File: src/include/rcra_pkg.sv
// Constants, register layout and state codes for the radio core reset and abort control.
package rcra_pkg;

  // Core clock period.
  localparam int unsigned CLK_PERIOD_NS = 40;

  // Byte addresses of the two registers.
  localparam logic [31:0] CTRL_OFFSET = 32'h0400_0000;
  localparam logic [31:0] STAT_OFFSET = 32'h0400_0004;

  // Action bit positions in the main control register.
  localparam int unsigned SYS_RST_BIT   = 31;
  localparam int unsigned TG_RST_BIT    = 30;
  localparam int unsigned REG_RST_BIT   = 29;
  localparam int unsigned RFT_ABORT_BIT = 26;
  localparam int unsigned ADV_ABORT_BIT = 25;

  // Write strobe lane that carries all action bits.
  localparam int unsigned ACTION_LANE = 3;

  // Field positions in the status register.
  localparam int unsigned STAT_ABORT_LSB = 0;
  localparam int unsigned STAT_SYS_BIT   = 8;
  localparam int unsigned STAT_TG_BIT    = 9;
  localparam int unsigned STAT_ADV_BIT   = 10;

  // Reset value of the main control register.
  localparam logic [31:0] CTRL_RESET = 32'h0000_0000;

  // Length of the system and timing soft reset pulses, rounded up to whole cycles.
  localparam int unsigned SOFT_RST_NS = 80;
  localparam int unsigned SOFT_RST_CYCLES = (SOFT_RST_NS + CLK_PERIOD_NS - 1) / CLK_PERIOD_NS;
  localparam logic [2:0]  SOFT_RST_LAST = 3'(SOFT_RST_CYCLES - 1);
  localparam logic [2:0]  CNT_RESET = 3'h0;

  // AXI response codes.
  localparam logic [1:0] RESP_OKAY   = 2'h0;
  localparam logic [1:0] RESP_DECERR = 2'h3;

  // RF test abort sequencer states, one-hot.
  typedef enum logic [5:0] {
    AB_IDLE    = 6'h01,
    AB_TX_BYTE = 6'h02,
    AB_TX_CRC  = 6'h04,
    AB_RX_PKT  = 6'h08,
    AB_RF_OFF  = 6'h10,
    AB_SPARE   = 6'h20
  } rcra_abort_st_t;

endpackage : rcra_pkg

File: src/hdl/rcra_ctrl.sv
// Main control register action bits with AXI4-Lite access, soft resets and abort sequencing.
//
// The implementer's own choice: the AXI4-Lite interface to the registers.
`timescale 1ns/1ps

// Functional notes
// - Bit 31 resets core except registers, timing
// - Bit 30 resets only the timing generator
// - Bit 29 returns register block to reset
// - Action bits self-clear when action completes
// - Writing zero triggers nothing, keeps pending
// - Bit 26 aborts running RF test
// - Tx abort: finish byte, then CRC
// - Rx with address match: stop at packet end
// - Rx without address: stop now, radio off
// - Bit 25 aborts current advertising event
module rcra_ctrl
  import rcra_pkg::*;
(
  input  wire logic        aclk,
  input  wire logic        aresetn,
  input  wire logic [31:0] s_axi_awaddr,
  input  wire logic [2:0]  s_axi_awprot,
  input  wire logic        s_axi_awvalid,
  output logic             s_axi_awready,
  input  wire logic [31:0] s_axi_wdata,
  input  wire logic [3:0]  s_axi_wstrb,
  input  wire logic        s_axi_wvalid,
  output logic             s_axi_wready,
  output logic [1:0]       s_axi_bresp,
  output logic             s_axi_bvalid,
  input  wire logic        s_axi_bready,
  input  wire logic [31:0] s_axi_araddr,
  input  wire logic [2:0]  s_axi_arprot,
  input  wire logic        s_axi_arvalid,
  output logic             s_axi_arready,
  output logic [31:0]      s_axi_rdata,
  output logic [1:0]       s_axi_rresp,
  output logic             s_axi_rvalid,
  input  wire logic        s_axi_rready,
  output logic             sys_soft_rst,
  output logic             tg_soft_rst,
  output logic             reg_soft_rst,
  input  wire logic        rftest_tx_active,
  input  wire logic        rftest_rx_active,
  input  wire logic        access_addr_found,
  input  wire logic        byte_boundary,
  input  wire logic        crc_done,
  input  wire logic        rx_pkt_end,
  output logic             pc_finish_byte,
  output logic             pc_finish_crc,
  output logic             pc_stop_after_pkt,
  output logic             radio_off,
  input  wire logic        adv_event_active,
  input  wire logic        adv_event_done,
  output logic             adv_abort
);

  // Write channel holding registers; address and data may arrive in either order.
  logic        aw_held_r;
  logic        w_held_r;
  logic [31:0] awaddr_r;
  logic [31:0] wdata_r;
  logic [3:0]  wstrb_r;
  logic        bvalid_r;
  logic [1:0]  bresp_r;
  // Read channel output registers.
  logic        rvalid_r;
  logic [31:0] rdata_r;
  logic [1:0]  rresp_r;

  // Action request bits held in the control register.
  logic sys_soft_reset_req_r;
  logic timing_gen_soft_reset_req_r;
  logic reg_soft_reset_req_r;
  logic rf_test_abort_req_r;
  logic advertising_abort_req_r;
  logic sys_soft_reset_req_nxt;
  logic timing_gen_soft_reset_req_nxt;
  logic rf_test_abort_req_nxt;
  logic advertising_abort_req_nxt;

  // Abort sequencer state.
  rcra_abort_st_t ab_st_r;
  rcra_abort_st_t ab_st_nxt;

  // Per-channel soft reset pulse counters, channel 0 system and channel 1 timing.
  logic [1:0] rst_req;
  logic [1:0] rst_done;

  // The register block reset clears every control register bit; the bus handshake survives it.
  wire reg_clr = !aresetn || reg_soft_reset_req_r;

  // A write is performed once both halves are held and no response is outstanding.
  wire wr_fire  = aw_held_r && w_held_r && !bvalid_r;
  wire wr_ctrl  = wr_fire && (awaddr_r == CTRL_OFFSET);
  wire wr_known = (awaddr_r == CTRL_OFFSET) || (awaddr_r == STAT_OFFSET);
  wire lane_ok  = wstrb_r[ACTION_LANE];

  // Set terms only look at ones written; zeros leave pending actions alone.
  wire set_sys = wr_ctrl && lane_ok && wdata_r[SYS_RST_BIT];
  wire set_tg  = wr_ctrl && lane_ok && wdata_r[TG_RST_BIT];
  wire set_reg = wr_ctrl && lane_ok && wdata_r[REG_RST_BIT];
  wire set_rft = wr_ctrl && lane_ok && wdata_r[RFT_ABORT_BIT];
  wire set_adv = wr_ctrl && lane_ok && wdata_r[ADV_ABORT_BIT];

  // Completion of the abort actions.
  wire rft_done = (ab_st_r == AB_IDLE) && rf_test_abort_req_r &&
                  !rftest_tx_active && !rftest_rx_active ||
                  (ab_st_r == AB_TX_CRC) && crc_done ||
                  (ab_st_r == AB_RX_PKT) && rx_pkt_end ||
                  (ab_st_r == AB_RF_OFF);
  wire adv_done = advertising_abort_req_r && (adv_event_done || !adv_event_active);

  // Read mux; reserved bits and lower bits read as zero.
  // Reserved bits tied to zero.
  wire [31:0] ctrl_rd = {sys_soft_reset_req_r, timing_gen_soft_reset_req_r,
                         reg_soft_reset_req_r, 2'h0, rf_test_abort_req_r,
                         advertising_abort_req_r, 25'h0};
  wire [31:0] stat_rd = {21'h0, advertising_abort_req_r, timing_gen_soft_reset_req_r,
                         sys_soft_reset_req_r, 2'h0, ab_st_r};
  wire        rd_ctrl = s_axi_araddr == CTRL_OFFSET;
  wire        rd_stat = s_axi_araddr == STAT_OFFSET;
  wire [31:0] rd_data = rd_ctrl ? ctrl_rd : (rd_stat ? stat_rd : 32'h0);
  wire [1:0]  rd_resp = (rd_ctrl || rd_stat) ? RESP_OKAY : RESP_DECERR;

  // Handshake outputs.
  assign s_axi_awready = !aw_held_r;
  assign s_axi_wready  = !w_held_r;
  assign s_axi_arready = !rvalid_r;
  assign s_axi_bvalid  = bvalid_r;
  assign s_axi_bresp   = bresp_r;
  assign s_axi_rvalid  = rvalid_r;
  assign s_axi_rdata   = rdata_r;
  assign s_axi_rresp   = rresp_r;

  // Write address capture; released once the response is taken.
  always_ff @(posedge aclk)
  begin
    if (!aresetn || (bvalid_r && s_axi_bready))
      aw_held_r <= 1'b0;
    else if (s_axi_awvalid && !aw_held_r)
      aw_held_r <= 1'b1;
  end

  // Write data capture.
  always_ff @(posedge aclk)
  begin
    if (!aresetn || (bvalid_r && s_axi_bready))
      w_held_r <= 1'b0;
    else if (s_axi_wvalid && !w_held_r)
      w_held_r <= 1'b1;
  end

  // Payload registers need no reset, they are only read while held.
  always_ff @(posedge aclk)
  begin
    if (s_axi_awvalid && !aw_held_r)
      awaddr_r <= s_axi_awaddr;
    if (s_axi_wvalid && !w_held_r)
    begin
      wdata_r <= s_axi_wdata;
      wstrb_r <= s_axi_wstrb;
    end
  end

  // Write response, one cycle after both halves are held.
  always_ff @(posedge aclk)
  begin
    if (!aresetn)
    begin
      bvalid_r <= 1'b0;
      bresp_r  <= RESP_OKAY;
    end
    else if (wr_fire)
    begin
      bvalid_r <= 1'b1;
      bresp_r  <= wr_known ? RESP_OKAY : RESP_DECERR;
    end
    else if (s_axi_bready)
      bvalid_r <= 1'b0;
  end

  // Read answer, registered on the same edge that takes the address.
  always_ff @(posedge aclk)
  begin
    if (!aresetn)
    begin
      rvalid_r <= 1'b0;
      rdata_r  <= CTRL_RESET;
      rresp_r  <= RESP_OKAY;
    end
    else if (s_axi_arvalid && !rvalid_r)
    begin
      rvalid_r <= 1'b1;
      rdata_r  <= rd_data;
      rresp_r  <= rd_resp;
    end
    else if (s_axi_rready)
      rvalid_r <= 1'b0;
  end

  a_rsvd_zero: assert property (@(posedge aclk) disable iff (!aresetn)
    s_axi_rvalid |-> s_axi_rdata[28:27] == 2'h0)
    else $error("reserved bits read nonzero");

  // Set wins over completion; a zero written changes nothing.
  assign sys_soft_reset_req_nxt        = (sys_soft_reset_req_r && !rst_done[0]) || set_sys;
  assign timing_gen_soft_reset_req_nxt = (timing_gen_soft_reset_req_r && !rst_done[1]) || set_tg;
  assign rf_test_abort_req_nxt         = (rf_test_abort_req_r && !rft_done) || set_rft;
  assign advertising_abort_req_nxt     = (advertising_abort_req_r && !adv_done) || set_adv;
  a_adv_self_clear: assert property (@(posedge aclk) disable iff (!aresetn)
    adv_abort && !adv_event_active && !set_adv |=> !adv_abort)
    else $error("advertising abort did not clear");
  a_zero_write_keeps: assert property (@(posedge aclk) disable iff (!aresetn)
    wr_ctrl && !wdata_r[ADV_ABORT_BIT] && adv_abort && adv_event_active && !adv_event_done &&
    !reg_soft_rst |=> adv_abort)
    else $error("zero write disturbed pending abort");

  // Register block reset clears every request, its own bit included.
  always_ff @(posedge aclk)
  begin
    if (reg_clr)
    begin
      sys_soft_reset_req_r        <= CTRL_RESET[SYS_RST_BIT];
      timing_gen_soft_reset_req_r <= CTRL_RESET[TG_RST_BIT];
      reg_soft_reset_req_r        <= CTRL_RESET[REG_RST_BIT];
      rf_test_abort_req_r         <= CTRL_RESET[RFT_ABORT_BIT];
      advertising_abort_req_r     <= CTRL_RESET[ADV_ABORT_BIT];
    end
    else
    begin
      sys_soft_reset_req_r        <= sys_soft_reset_req_nxt;
      timing_gen_soft_reset_req_r <= timing_gen_soft_reset_req_nxt;
      reg_soft_reset_req_r        <= set_reg;
      rf_test_abort_req_r         <= rf_test_abort_req_nxt;
      advertising_abort_req_r     <= advertising_abort_req_nxt;
    end
  end

  a_reg_rst_clears: assert property (@(posedge aclk) disable iff (!aresetn)
    reg_soft_rst |=> !sys_soft_rst && !tg_soft_rst && !reg_soft_rst && !adv_abort)
    else $error("register reset left a request set");

  assign rst_req = {timing_gen_soft_reset_req_r, sys_soft_reset_req_r};

  // One pulse counter each for the system and timing soft resets; the bit stands for exactly the pulse length.
  for (genvar i = 0; i < 2; i++)
  begin : g_rst
    logic [2:0] cnt_r;
    assign rst_done[i] = rst_req[i] && (cnt_r == SOFT_RST_LAST);
    always_ff @(posedge aclk)
    begin
      if (reg_clr || !rst_req[i] || rst_done[i])
        cnt_r <= CNT_RESET;
      else
        cnt_r <= cnt_r + 3'h1;
    end
  end

  // System reset pulse, which spares registers and timing.
  assign sys_soft_rst = sys_soft_reset_req_r;
  assign tg_soft_rst  = timing_gen_soft_reset_req_r;
  // One-cycle pulse to the other registers of the core.
  assign reg_soft_rst = reg_soft_reset_req_r;
  a_sys_rst_len: assert property (@(posedge aclk) disable iff (!aresetn)
    $rose(sys_soft_rst) && !reg_soft_rst |-> sys_soft_rst [*2])
    else $error("system soft reset pulse too short");
  a_tg_rst_len: assert property (@(posedge aclk) disable iff (!aresetn)
    $rose(tg_soft_rst) && !reg_soft_rst |-> tg_soft_rst [*2])
    else $error("timing soft reset pulse too short");

  // Abort sequencer transitions.
  always_comb
  begin
    ab_st_nxt = ab_st_r;
    case (ab_st_r)
      AB_IDLE:
      begin
        // Choose the stop style from the running test type.
        if (rf_test_abort_req_r && rftest_tx_active)
          ab_st_nxt = AB_TX_BYTE;
        else if (rf_test_abort_req_r && rftest_rx_active && access_addr_found)
          ab_st_nxt = AB_RX_PKT;
        else if (rf_test_abort_req_r && rftest_rx_active)
          ab_st_nxt = AB_RF_OFF;
      end
      // Finish the byte, then process the CRC.
      AB_TX_BYTE:
        if (byte_boundary)
          ab_st_nxt = AB_TX_CRC;
      AB_TX_CRC:
        if (crc_done)
          ab_st_nxt = AB_IDLE;
      // Wait for the packet in flight to end.
      AB_RX_PKT:
        if (rx_pkt_end)
          ab_st_nxt = AB_IDLE;
      // Immediate stop, radio off for one cycle.
      AB_RF_OFF:
        ab_st_nxt = AB_IDLE;
      default:
        ab_st_nxt = AB_IDLE;
    endcase
  end

  // The sequencer belongs to the packet controller, so a register reset does not cut it.
  always_ff @(posedge aclk)
  begin
    if (!aresetn)
      ab_st_r <= AB_IDLE;
    else
      ab_st_r <= ab_st_nxt;
  end

  a_rft_tx_route: assert property (@(posedge aclk) disable iff (!aresetn)
    ab_st_r == AB_IDLE && rf_test_abort_req_r && rftest_tx_active |=> pc_finish_byte)
    else $error("tx test abort not started");
  a_tx_byte_crc: assert property (@(posedge aclk) disable iff (!aresetn)
    pc_finish_byte && byte_boundary |=> pc_finish_crc && !radio_off)
    else $error("crc step skipped after byte");
  a_rx_pkt_wait: assert property (@(posedge aclk) disable iff (!aresetn)
    pc_stop_after_pkt && !rx_pkt_end |=> pc_stop_after_pkt)
    else $error("rx abort left before packet end");
  a_rx_rf_off: assert property (@(posedge aclk) disable iff (!aresetn)
    ab_st_r == AB_IDLE && rf_test_abort_req_r && !rftest_tx_active && rftest_rx_active &&
    !access_addr_found |=> radio_off ##1 !radio_off)
    else $error("radio not switched off at once");

  // Packet controller commands come straight from the state flops.
  assign pc_finish_byte    = ab_st_r == AB_TX_BYTE;
  assign pc_finish_crc     = ab_st_r == AB_TX_CRC;
  assign pc_stop_after_pkt = ab_st_r == AB_RX_PKT;
  assign radio_off         = ab_st_r == AB_RF_OFF;

  // Advertising abort stands until the event ends.
  assign adv_abort = advertising_abort_req_r;

endmodule : rcra_ctrl

File: config.mk
export PLATFORM = sky130hd
export DESIGN_NAME = rcra_ctrl
export DESIGN_NICKNAME = d
export VERILOG_FILES = /design/src/include/rcra_pkg.sv /design/src/hdl/rcra_ctrl.sv
export SDC_FILE = /design/constraint.sdc
export NUM_CORES = 1
export LEC_CHECK = 0
export BUFFER_PORTS_ARGS = -buffer_cell sky130_fd_sc_hd__buf_2
export CELL_PAD_IN_SITES_DETAIL_PLACEMENT = 0
export CELL_PAD_IN_SITES_GLOBAL_PLACEMENT = 1
export CORE_MARGIN = 3
export CORE_UTILIZATION = 30
export CTS_BUF_LIST = sky130_fd_sc_hd__clkbuf_8 sky130_fd_sc_hd__clkbuf_16
export DETAILED_ROUTE_END_ITERATION = 7
export PLACE_DENSITY = 0.75
export SLEW_MARGIN = 5
export SYNTH_ARGS = -nofsm -noshare
export SYNTH_HDL_FRONTEND = slang
export SYNTH_SLANG_ARGS = --single-unit
export TNS_END_PERCENT = 5
File: constraint.sdc
create_clock -name aclk -period 3 [get_ports aclk]
set_clock_uncertainty 0.2 [all_clocks]
set_input_delay 0.6 -clock aclk [delete_from_list [all_inputs] [get_ports aclk]]
set_output_delay 0.6 -clock aclk [all_outputs]
set_load 0.005 [all_outputs]
* Word level (Yosys, flattened, before mapping)
Index checks and enable logic that the tools add are counted.
** Word-level totals
- Register bits :: 125
- Bits of input ports :: 121
- Output and inout port bits :: 49
- Word-level logic and storage cells :: 111
** Operators by class
- Add/subtract/negate cells :: 2
- Equality and inequality tests :: 15
- Mux-type cells :: 15
- Reduce and logical (&&, ||, !) cells :: 61
** Operators by type and width (number)
- $eq 32x27->1 const B :: 4
- $mux 6 :: 6
- $mux 32 :: 1
- $logic_and 1x1->1 :: 28
- $pmux 6 s4 :: 1
- $logic_or 1x1->1 :: 16
- $logic_not 1->1 :: 14
- $mux 11 :: 1
- $add 3x1->3 const B :: 2
- $eq 3x1->1 const B :: 2
- $eq 6x1->1 const B :: 1
- $eq 6x2->1 const B :: 1
- $eq 6x3->1 const B :: 1
- $eq 6x4->1 const B :: 1
- $eq 6x5->1 const B :: 1
- $ne 2x2->1 const B :: 3
- $mux 1 :: 4
- $mux 2 :: 2
- $ne 4x1->1 const B :: 1
- $reduce_and 4->1 :: 1
- $reduce_bool 2->1 :: 2

* Longest topological paths before layout
Gate-level depths: netlist of the first run.
- Depth in word-level cells :: 10
- Mapped depth :: 6
- Gate-level depth less buffers :: 5

* Worst setup path before layout of the first run
Ideal clock, no wire load.
- Path type :: input port to flip-flop
- Start :: input port s_axi_awvalid
- End :: register awaddr_r[0], enable pin
- Library setup time :: 425 ps
- Arrival :: 2048 ps
- Path slack :: 327 ps
- Cell stages on the path :: 1
- Cell sequence :: nor2b_1
** Between the ends
- Longest elaborated chain between the ends :: 1
** Ends and longest elaborated chain
- start: declaration :: line rcra_ctrl.sv:24 : input wire logic s_axi_awvalid,
- $logic_and 1x1->1 :: line rcra_ctrl.sv:158 : if (s_axi_awvalid && !aw_held_r)
- end signal: assignment :: line rcra_ctrl.sv:159 : awaddr_r <= s_axi_awaddr;
- end: declaration :: line rcra_ctrl.sv:62 : logic [31:0] awaddr_r;
No other way between the ends.
A chain may end at the register's enable or synchronous reset.

* Worst setup path in the final report of the first run
- Start :: register ab_st_r[4]
- End :: output port pc_finish_crc
** Between the ends
- Longest elaborated chain between the ends :: 1
** Ends and longest elaborated chain
- start: declaration :: line rcra_ctrl.sv:84 : rcra_abort_st_t ab_st_r;
- start signal: assignment :: line rcra_ctrl.sv:313 : ab_st_r <= ab_st_nxt;
- $eq 6x3->1 :: line rcra_ctrl.sv:332 : assign pc_finish_crc = ab_st_r == AB_TX_CRC;
- end: declaration :: line rcra_ctrl.sv:51 : output logic pc_finish_crc,
No other way between the ends.

==> metrics.md, run 1 <==
| Metric | Value |
|---|---|
| Outcome | `complete, no violations` |
| Setup TNS Final | `0 ns` |
| Ys async rst share | `0` |
| Most utilized layer in the global route result | `met2` |
| P_sw | `0.412 mW` |
| Die ar. | `10,900 µm²` |
| Hold path cells | `2` |
| Critical Path RT | `2.20 ns` |
| Period utilization | `0.760` |
| Vias in the first global route | `2,206` |
| Top cells by area, synth | `edfxtp_1 39%, dfxtp_1 24%, buf_4 5.4%` |
| First-pass GRT wire length | `10.2 mm` |
| TritonCTS Buffers | `9` |
| CTS tree | `done` |
| Prevailing post-synth register cell | `edfxtp_1` |
| Gate Count Post-Synth | `238` |
| Port bufs | `114` |
| Synth top area share | `0.391` |
| P&R area growth vs syn | `28.7%` |
| Clock insertion delay at the later pin of the skew report | `0.33 ns` |
| Leak | `1.59 nW` |
| ANT nets after route | `0` |
| Synthesized area | `2920 µm²` |
| R2R Path Start | `awaddr_r[15]$_DFFE_PP_` |
| Worst Max-Slew Pin Slew | `0.595 ns` |
| End of the worst register-to-register path | `rf_test_abort_req_r$_SDFF_PP0_` |
| Critical path launch point type | `register` |
| Synth unique cells | `43` |
| Internal power | `1.61 mW` |
| Worst Reg-to-Reg Cells | `4` |
| Die Y | `105 µm` |
| Iteration-0 DRC Markers | `42` |
| CP Cell Sequence | `or3_1 -> nor3b_1 -> buf_2` |
| GR Util met1 | `0.129` |
| Max cap viols | `0` |
| Vias | `2,155` |
| Post-route minimum period | `2.28 ns` |
| Unrepaired setup endpoints after global routing | `no` |
| YS warnings | `0` |
| CTS resizes | `0` |
| I/O pins | `170` |
| Peak Freq | `0.439 GHz` |
| CP Capture Type | `output pin` |
| Final nets | `481` |
| Worst Min Path Start | `access_addr_found` |
| Count leader, synth | `edfxtp_1` |
| Register area share after synthesis | `0.631` |
| Sw frac | `0.204` |
| Peak VDD IR | `0.299 mV` |
| Layout cell share with drive strength beyond 1 | `0.380` |
| CTS Hold Bufs | `0` |
| Crit path DAT | `1.48 ns` |
| M3 GR Usage | `0.0537` |
| Cell taking the most area after synthesis | `edfxtp_1` |
| DRC Markers | `0` |
| Slew margin rel. | `0.603` |
| Syn avg cell area | `12.3 µm²` |
| Final hold vios | `0` |
| First drt pass iteration count | `4` |
| Die Wd | `105 µm` |
| Max Buffers Root-to-Sink | `2` |
| Critical Setup Path Class | `reg -> out` |
| Worst path max stage delay | `0.45 ns` |
| Clk slew on worst S/H paths | `0.07 ns` |
| Combinational power share | `0.060` |
| Number of synthesized flops with an enable pin | `38` |
| Synthesis-stage register bit count | `73` |
| Root buf cell | `clkbuf_8` |
| Dpl hpwl | `4.98 mm` |
| Hold crit path type | `in -> reg` |
| Post-Route WL | `6.19 mm` |
| H-tree Lvls | `3` |
| # setup viols final | `0` |
| Routed wire per std cell | `12.6 µm` |
| Sequential share of power | `0.545` |
| CP max stage cell | `or3_1` |
| Met2 Use GR | `0.194` |
| Power Total | `2.02 mW` |
| FF-to-FF setup slack | `1.27 ns` |
| Most common library cells after synthesis | `38 x edfxtp_1, 35 x dfxtp_1, 21 x buf_4` |
| GRT Overall Usage | `0.117` |
| Slew Viols, Final | `0` |
| WHS Endpoint | `ab_st_r[4]$_SDFFE_PN0P_` |
| Power per Cell Area | `539 nW/µm²` |
| Antenna Diode Count | `0` |
| Clock Sinks | `73` |
| Via/cell ratio | `4.40` |
| Core box area | `9330 µm²` |
| Largest net degree at the start of global routing | `21` |
| Gr ovfl total | `0` |
| Initial antenna violation count | `1` |
| Starting Density | `0.313` |
| Clock power frac | `0.394` |
| Worst-path fanout max | `7` |
| FP Rows | `35` |
| Post-CTS setup buffer count | `0` |
| Placer Congestion | `0.736` |
[power by group through the flow]
stage / logic [mW] / registers (mW) / clock network (mW)
2_1_floorplan: 0.0668 / 1.12 / 0
3_3_place_gp: 0.123 / 1.13 / 0
3_5_place_dp: 0.124 / 1.13 / 0
4_1_cts: 0.125 / 1.10 / 0.826
5_1_grt: 0.140 / 1.11 / 0.883
6_report: 0.122 / 1.10 / 0.798
[layout by cell type (no fill, tap or decap), types with 3 or more instances in the layout]
cell type	count
a21oi_1	4
a32o_1	7
and3b_1	5
buf_2	114
clkbuf_8	9
conb_1	19
dfxtp_1	35
edfxtp_1	38
ha_1	4
inv_1	11
nand2_1	16
nand2b_1	3
nand3_1	4
nand4_1	5
nand4b_1	3
nor2_1	14
nor2b_1	6
nor3_1	5
nor3b_1	3
nor4_1	8
nor4_2	5
o21a_1	3
o21ai_0	11
[kinds of logic after synthesis]
kind of cell               Yosys count  share of synthesized area
other                                1                    0.00129
buffers and inverters               37                     0.0785
xor gates and xnor gates             2                    0.00601
DFF                                 73                      0.631
adders and majority gates            4                     0.0172
AOI/OAI and AO/OA                   32                     0.0768
and+or+nand+nor                     89                      0.189
[worst max-delay path, delay by kind of cell (launching register included)]
kind                   cells  cell delay (ns)
AND/OR/NAND/NOR            2             0.64
buffers and inverters      1             0.13
flip-flops                 1             0.37
[metal layers]
layer,vias to the layer above,part of all wire
met5,-,0.0032
met4,2,0.012
met3,7,0.12
met2,115,0.46
met1,957,0.41
li1,1074,-
[sequential cells by signal (all words and copies together) (netlist names), 5 cells and up]
register / flops
g_rst.cnt_r: 6
ab_st_r: 5
wdata_r: 5
awaddr_r: 32
s_axi_rdata: 13
[final cells by class]
class | count | area, µm²
inverter | 10 | 37.5
fill | 926 | 5580
sequential | 73 | 1840
clock buffer | 9 | 124
tap | 129 | 161
timing repair buffer | 116 | 586
clock inverter | 7 | 86.3
multi-input combinational | 146 | 916
[through the flow]
stage	worst slack [ns]	instances	util	area, µm²	hold WS (ns)
after floorplan	0.327	256	-	2980	0.221
after global placement	0.756	474	0.380	3540	0.231
after detailed placement	0.751	474	0.380	3540	0.241
after CTS	0.680	490	0.402	3750	0.213
after global routing	0.600	490	0.402	3750	0.211
final	0.721	490	0.402	3750	0.235
[worst max-delay path by stage]
| stage | from | to | slack, ns |
|---|---|---|---|
| 6_report | ab_st_r[4]$_SDFFE_PN0P_ | pc_finish_crc | 0.72 |
| 5_1_grt | ab_st_r[4]$_SDFFE_PN0P_ | pc_stop_after_pkt | 0.60 |
| 4_1_cts | ab_st_r[4]$_SDFFE_PN0P_ | pc_finish_crc | 0.68 |
| 3_5_place_dp | aresetn | adv_abort$_SDFF_PP0_ | 0.75 |
| 3_3_place_gp | aresetn | tg_soft_rst$_SDFF_PP0_ | 0.76 |
| 2_1_floorplan | s_axi_awvalid | awaddr_r[0]$_DFFE_PP_ | 0.33 |
Note: power is estimated with default switching activity, not from simulation.
==> inputs of run 2 (changes only) <==
--- a/config.mk
+++ b/config.mk
@@ -9,10 +9,10 @@
 export CELL_PAD_IN_SITES_DETAIL_PLACEMENT = 0
 export CELL_PAD_IN_SITES_GLOBAL_PLACEMENT = 1
 export CORE_MARGIN = 3
-export CORE_UTILIZATION = 30
+export CORE_UTILIZATION = 29
 export CTS_BUF_LIST = sky130_fd_sc_hd__clkbuf_8 sky130_fd_sc_hd__clkbuf_16
 export DETAILED_ROUTE_END_ITERATION = 7
-export PLACE_DENSITY = 0.75
+export PLACE_DENSITY = 0.76
 export SLEW_MARGIN = 5
 export SYNTH_ARGS = -nofsm -noshare
 export SYNTH_HDL_FRONTEND = slang
==> constraint.sdc (replaced) <==
create_clock -name aclk -period 1.85 [get_ports aclk]
set_clock_uncertainty 0.2 [all_clocks]
set_input_delay 0.37 -clock aclk [delete_from_list [all_inputs] [get_ports aclk]]
set_output_delay 0.37 -clock aclk [all_outputs]
set_load 0.005 [all_outputs]
==> run 2 against run 1 <==
Compared with the run above: the run now ends with negative setup slack left; first-iteration DRC count up 4.8%; clock power up 85%; die area up 3.2%; non-clock buffer count up 41; register-to-register slack worse by 1.1 ns; largest cell class unchanged; largest power group unchanged.
==> metrics.md, run 2 (synthesized netlist as in run 1, its figures left out) <==
| Metric | Value |
|---|---|
| Outcome | `complete, but fails checks` |
| Failing checks | `negative setup slack` |
| Worst path max stage delay | `0.40 ns (-0.05 ns)` |
| GRT Overall Usage | `0.118 (+0.00159)` |
| Fill cells | `899 (-2.9%)` |
| Initial antenna violation count | `0 (-1)` |
| Cell family with the largest share of critical-path delay | `simple AND/OR/NAND/NOR gates` |
| CTS tree | `done` |
| Core box area | `9500 µm² (+1.9%)` |
| Gr ovfl total | `0 (unchanged)` |
| First-pass GRT wire length | `10.3 mm (+1.6%)` |
| Hold crit path type | `in -> reg` |
| Layout cell share with drive strength beyond 1 | `0.396 (+0.0160)` |
| Vias | `2,308 (+7.1%)` |
| Worst-path fanout max | `3 (-4)` |
| Iteration-0 DRC Markers | `44 (+4.8%)` |
| Slew Viols, Final | `0 (unchanged)` |
| Via/cell ratio | `4.35 (-1.2%)` |
| Max Buffers Root-to-Sink | `2 (unchanged)` |
| Vias in the first global route | `2,274 (+3.1%)` |
| Root buf cell | `clkbuf_8` |
| Leading cell type in the layout, fill and taps excluded | `buf_2` |
| Leak | `1.80 nW (+13%)` |
| P&R area growth vs syn | `45.4%` |
| # setup viols final | `2 (+2)` |
| Power per Cell Area | `835 nW/µm² (+55%)` |
| Post-route minimum period | `1.92 ns` |
| Die Y | `106 µm (+1.6%)` |
| Clock Sinks | `73 (unchanged)` |
| Area after DPL | `3600 µm² (+1.6%)` |
| Peak VDD IR | `0.466 mV (+56%)` |
| Critical path launch point type | `register` |
| Final Non-Filler Cells | `531 (+8.4%)` |
| Largest net degree at the start of global routing | `33 (+57%)` |
| Antenna Diode Count | `0 (unchanged)` |
| Fin util | `0.446 (+0.0441)` |
| Die Wd | `106 µm (+1.6%)` |
| H-tree Lvls | `3 (unchanged)` |
| Dpl hpwl | `5.13 mm (+3.1%)` |
| I/O pins | `170 (unchanged)` |
| Routed wire per std cell | `12.9 µm (+2.3%)` |
| CP Capture Type | `output pin` |
| Largest Register | `awaddr_r` |
| Design area | `4240 µm² (+13%)` |
| Largest register FFs | `32 (unchanged)` |
| Starting Density | `0.307 (-0.00576)` |
| Peak Freq | `0.521 GHz` |
| Placed insts | `480 (+1.3%)` |
| Max cap viols | `0 (unchanged)` |
| Period utilization | `1.04` |
| CP Cell Sequence | `or3_4 -> nor3b_2 -> buf_2` |
| Critical Path RT | `1.28 ns (-0.92 ns)` |
| ANT nets after route | `0 (unchanged)` |
| Commonest non-fill, non-tap cells in the layout | `114 x buf_2, 38 x edfxtp_1, 33 x dlygate4sd3_1` |
| CP max stage cell | `or3_4` |
| Final hold vios | `0 (unchanged)` |
| Die ar. | `11,300 µm² (+3.2%)` |
| Port bufs | `114 (unchanged)` |
| Final nets | `522 (+8.5%)` |
| Critical Setup Path Class | `reg -> out` |
| First drt pass iteration count | `4 (unchanged)` |
| Clk slew on worst S/H paths | `0.08 ns (about the same)` |
| Setup WS pre-CTS | `-0.0208 ns (-0.771 ns)` |
| Unrepaired setup endpoints after global routing | `yes` |
| Setup TNS Final | `-0.0920 ns (-0.0920 ns)` |
| Placer Congestion | `0.742 (+0.79%)` |
| Power Total | `3.54 mW (+75%)` |
| Clock insertion delay at the later pin of the skew report | `0.34 ns (about the same)` |
| Crit path DAT | `1.35 ns (-0.13 ns)` |
| Worst Path Buf+Inv | `1 (unchanged)` |
| Post-Route WL | `6.86 mm (+11%)` |
| DRC Markers | `0 (unchanged)` |
| TritonCTS Buffers | `9 (unchanged)` |
| FP Rows | `35 (unchanged)` |
| Min Hold Slack | `0.0218 ns (-0.213 ns)` |
| Final worst slack | `-0.0688 ns (-0.789 ns)` |
-- run 2: worst paths after layout --
| path | cells past startpoint | slack (ns) | to | start |
|---|---|---|---|---|
| max | 3 | -0.07 | pc_finish_crc | ab_st_r[4]$_SDFFE_PN0P_ |
| min | 1 | 0.02 | awaddr_r[17]$_DFFE_PP_ | s_axi_awaddr[17] |
| max reg2reg | 4 | 0.14 | sys_soft_rst$_SDFF_PP0_ | awaddr_r[27]$_DFFE_PP_ |
| min reg2reg | 2 | 0.26 | s_axi_rdata[9]$_SDFFE_PN0P_ | s_axi_rdata[9]$_SDFFE_PN0P_ |
-- run 2: worst register-to-register path, stage by stage, from the launching register on --
cell and delay, ns:
edfxtp_1 0.37, nor4_1 0.33, nand4_1 0.19, nand4bb_2 0.33, o21ai_0 0.21
-- run 2: report_power, final --
part | total [mW] | switching, mW | internal, mW
Clock | 1.48 | 0.585 | 0.895
Sequential | 1.79 | 0.0227 | 1.77
Combinational | 0.272 | 0.117 | 0.154
Total | 3.54 | 0.725 | 2.82
-- run 2: final cells by class --
type                            count  area [µm²]  area share
Clock buffer                        9         124      0.0292
Clock inverter                      7         119      0.0280
Inverter                           10        37.5     0.00885
Multi-Input combinational cell    146         961       0.227
Sequential cell                    73        1850       0.436
Tap cell                          129         161      0.0381
Timing Repair Buffer              157         988       0.233
-- run 2: layer usage --
layer | track usage | part of all wire
met5 | 0 | 0
met4 | 0.0472 | 0.0093
met3 | 0.0413 | 0.098
met2 | 0.209 | 0.50
met1 | 0.129 | 0.40
-- run 2: timing repair --
item | CTS | global route
buffers inserted | 1 | 1
endpoints found under the hold margin | 30 | 3
pin swaps | 2 | 1
setup endpoints to repair | 5 | 8
resized for setup | 11 | 3
hold buffers | 30 | 3
==> inputs of run 3 (changes only) <==
--- a/config.mk
+++ b/config.mk
@@ -13,6 +13,7 @@
 export CTS_BUF_LIST = sky130_fd_sc_hd__clkbuf_8 sky130_fd_sc_hd__clkbuf_16
 export DETAILED_ROUTE_END_ITERATION = 7
 export PLACE_DENSITY = 0.76
+export REMOVE_ABC_BUFFERS = 1
 export SLEW_MARGIN = 5
 export SYNTH_ARGS = -nofsm -noshare
 export SYNTH_HDL_FRONTEND = slang
==> run 3 against run 2 <==
Compared with the run above: the flow still finishes with violations (negative setup slack); worst hold slack got worse by 0.0031 ns; via count grew 2.9%; setup slack lost 0.090 ns.
==> metrics.md, run 3 (synthesized netlist as in run 1, its figures left out) <==
| Metric | Value |
|---|---|
| Routed wire per std cell | `13.8 µm (+6.6%)` |
| Slew margin rel. | `0.658` |
| Gr ovfl total | `0 (unchanged)` |
| Die Y | `106 µm (unchanged)` |
| Layout cell share with drive strength beyond 1 | `0.386 (-0.00921)` |
| Slew Viols, Final | `0 (unchanged)` |
| Via/cell ratio | `4.42 (+1.6%)` |
| Critical Setup Path Class | `reg -> out` |
| H-tree Lvls | `3 (unchanged)` |
| # setup viols final | `3 (+1)` |
| CTS tree | `done` |
| Critical path launch point type | `register` |
| Root buf cell | `clkbuf_8` |
| Fin util | `0.451 (+0.00434)` |
| Final hold vios | `0 (unchanged)` |
| Final worst slack | `-0.159 ns (-0.0900 ns)` |
| R2R Path Start | `awaddr_r[1]$_DFFE_PP_` |
| P&R area growth vs syn | `46.8%` |
| Placer Congestion | `0.723 (-2.6%)` |
| Critical Path Source | `ab_st_r[0]$_SDFFE_PN1P_` |
| Starting Density | `0.307 (unchanged)` |
| Peak VDD IR | `0.536 mV (+15%)` |
| First drt pass iteration count | `4 (unchanged)` |
| Port bufs | `114 (unchanged)` |
| Largest Register | `awaddr_r` |
| ANT nets after route | `0 (unchanged)` |
| Die Wd | `106 µm (unchanged)` |
| First-pass GRT wire length | `11.5 mm (+11%)` |
| Period utilization | `1.09 (+0.0486)` |
| Register Area | `1850 µm² (-0.14%)` |
| Leading cell type in the layout, fill and taps excluded | `buf_2` |
| Largest net degree at the start of global routing | `33 (unchanged)` |
| TritonCTS Buffers | `9 (unchanged)` |
| I/O pins | `170 (unchanged)` |
| FF-to-FF setup slack | `0.22 ns (+0.08 ns)` |
| Fill cells | `884 (-1.7%)` |
| Vias | `2,376 (+2.9%)` |
| DRC Markers | `0 (unchanged)` |
| Die ar. | `11,300 µm² (unchanged)` |
| Power per Cell Area | `821 nW/µm² (-1.7%)` |
| Power Total | `3.52 mW (-0.72%)` |
| Largest register FFs | `32 (unchanged)` |
| Antenna Diode Count | `0 (unchanged)` |
| Clk slew on worst S/H paths | `0.08 ns (about the same)` |
| Hold crit path type | `in -> reg` |
| Final nets | `529 (+1.3%)` |
| FP Rows | `35 (unchanged)` |
| Worst Min Path Start | `s_axi_awaddr[2]` |
| Peak Freq | `0.498 GHz (-4.5%)` |
| Worst Max-Slew Pin Slew | `0.511 ns` |
| Dpl hpwl | `5.10 mm (-0.50%)` |
| Crit path DAT | `1.44 ns (+0.09 ns)` |
| Leak | `1.83 nW (+1.5%)` |
| Max Buffers Root-to-Sink | `2 (unchanged)` |
| Setup WS pre-CTS | `-0.0247 ns (-0.00393 ns)` |
| CP Capture Type | `output pin` |
| Iteration-0 DRC Markers | `76 (+73%)` |
| Clock Sinks | `73 (unchanged)` |
| Max cap viols | `0 (unchanged)` |
| Commonest non-fill, non-tap cells in the layout | `114 x buf_2, 38 x edfxtp_1, 38 x dlygate4sd3_1` |
| Worst-path fanout max | `4 (+1)` |
| Clock insertion delay at the later pin of the skew report | `0.35 ns (about the same)` |
| Unrepaired setup endpoints after global routing | `yes` |
| Critical Path RT | `1.28 ns (about the same)` |
| Area of the multi-input gates | `945 µm² (-1.7%)` |
| Post-route minimum period | `2.01 ns (+0.0900 ns)` |
| GRT Overall Usage | `0.129 (+0.0112)` |
| Core box area | `9500 µm² (unchanged)` |
| Outcome | `complete, but fails checks` |
| Post-Route WL | `7.41 mm (+8.0%)` |
| Failing checks | `negative setup slack` |
| Initial antenna violation count | `1 (+1)` |
| Vias in the first global route | `2,471 (+8.7%)` |
run 3: changes by cell type in the layout (fill, tap and decap cells not counted), sizes merged:
cell and change:
bufinv -1, buf +2, clkinvlp -2, clkbuf +2, dlygate4sd3 +5, inv +1
run 3: cell type report:
type                    count  share of cell area
repair buffers            164               0.246
inverters                  10             0.00876
clock buffers              11              0.0353
well taps                 129              0.0377
clock inverters             5              0.0202
flip-flops and latches     73               0.431
multi-input cells         146               0.221
run 3: worst max-delay path: stages, from the launching register on:
cell and delay (ns):
dfxtp_4 0.36, or3_4 0.40, nor3b_2 0.20, buf_2 0.14
run 3: stage by stage:
stage	cells	instance area (µm²)	hold slack [ns]	TNS (ns)
3_5_place_dp	481	3610	0.249	-0.0979
2_1_floorplan	229	2790	0.221	-18.96
5_1_grt	538	4280	0.00581	-0.579
6_report	538	4280	0.0187	-0.256
3_3_place_gp	481	3610	0.232	-0.0183
4_1_cts	531	4200	0.00100	-0.234
run 3: path summary, 6_finish.rpt:
path / end / cells past startpoint
setup / recovery: pc_finish_crc / 3
hold / removal: awaddr_r[2]$_DFFE_PP_ / 1
setup reg to reg: adv_abort$_SDFF_PP0_ / 4
hold reg to reg: g_rst[1].cnt_r[0]$_SDFF_PP0_ / 1
run 3: metal layers:
metal / global-route usage / vias up / wire length (µm)
li1: - / 1167 / -
met1: 0.151 / 1072 / 3040
met2: 0.217 / 124 / 3490
met3: 0.0516 / 11 / 790
met4: 0.0426 / 2 / 82
met5: 0 / - / 9
run 3: what timing repair did:
action | in CTS | in global routing
resized for setup | 7 | 4
hold buffers | 31 | 7
endpoints found under the setup margin | 4 | 12
buffers inserted | 3 | 0
endpoints found under the hold margin | 31 | 7
pin swaps | 3 | 0
run 3: power by group:
| group | internal [mW] | switching, mW |
|---|---|---|
| combinational | 0.161 | 0.121 |
| sequential | 1.77 | 0.0222 |
| clock | 0.842 | 0.603 |
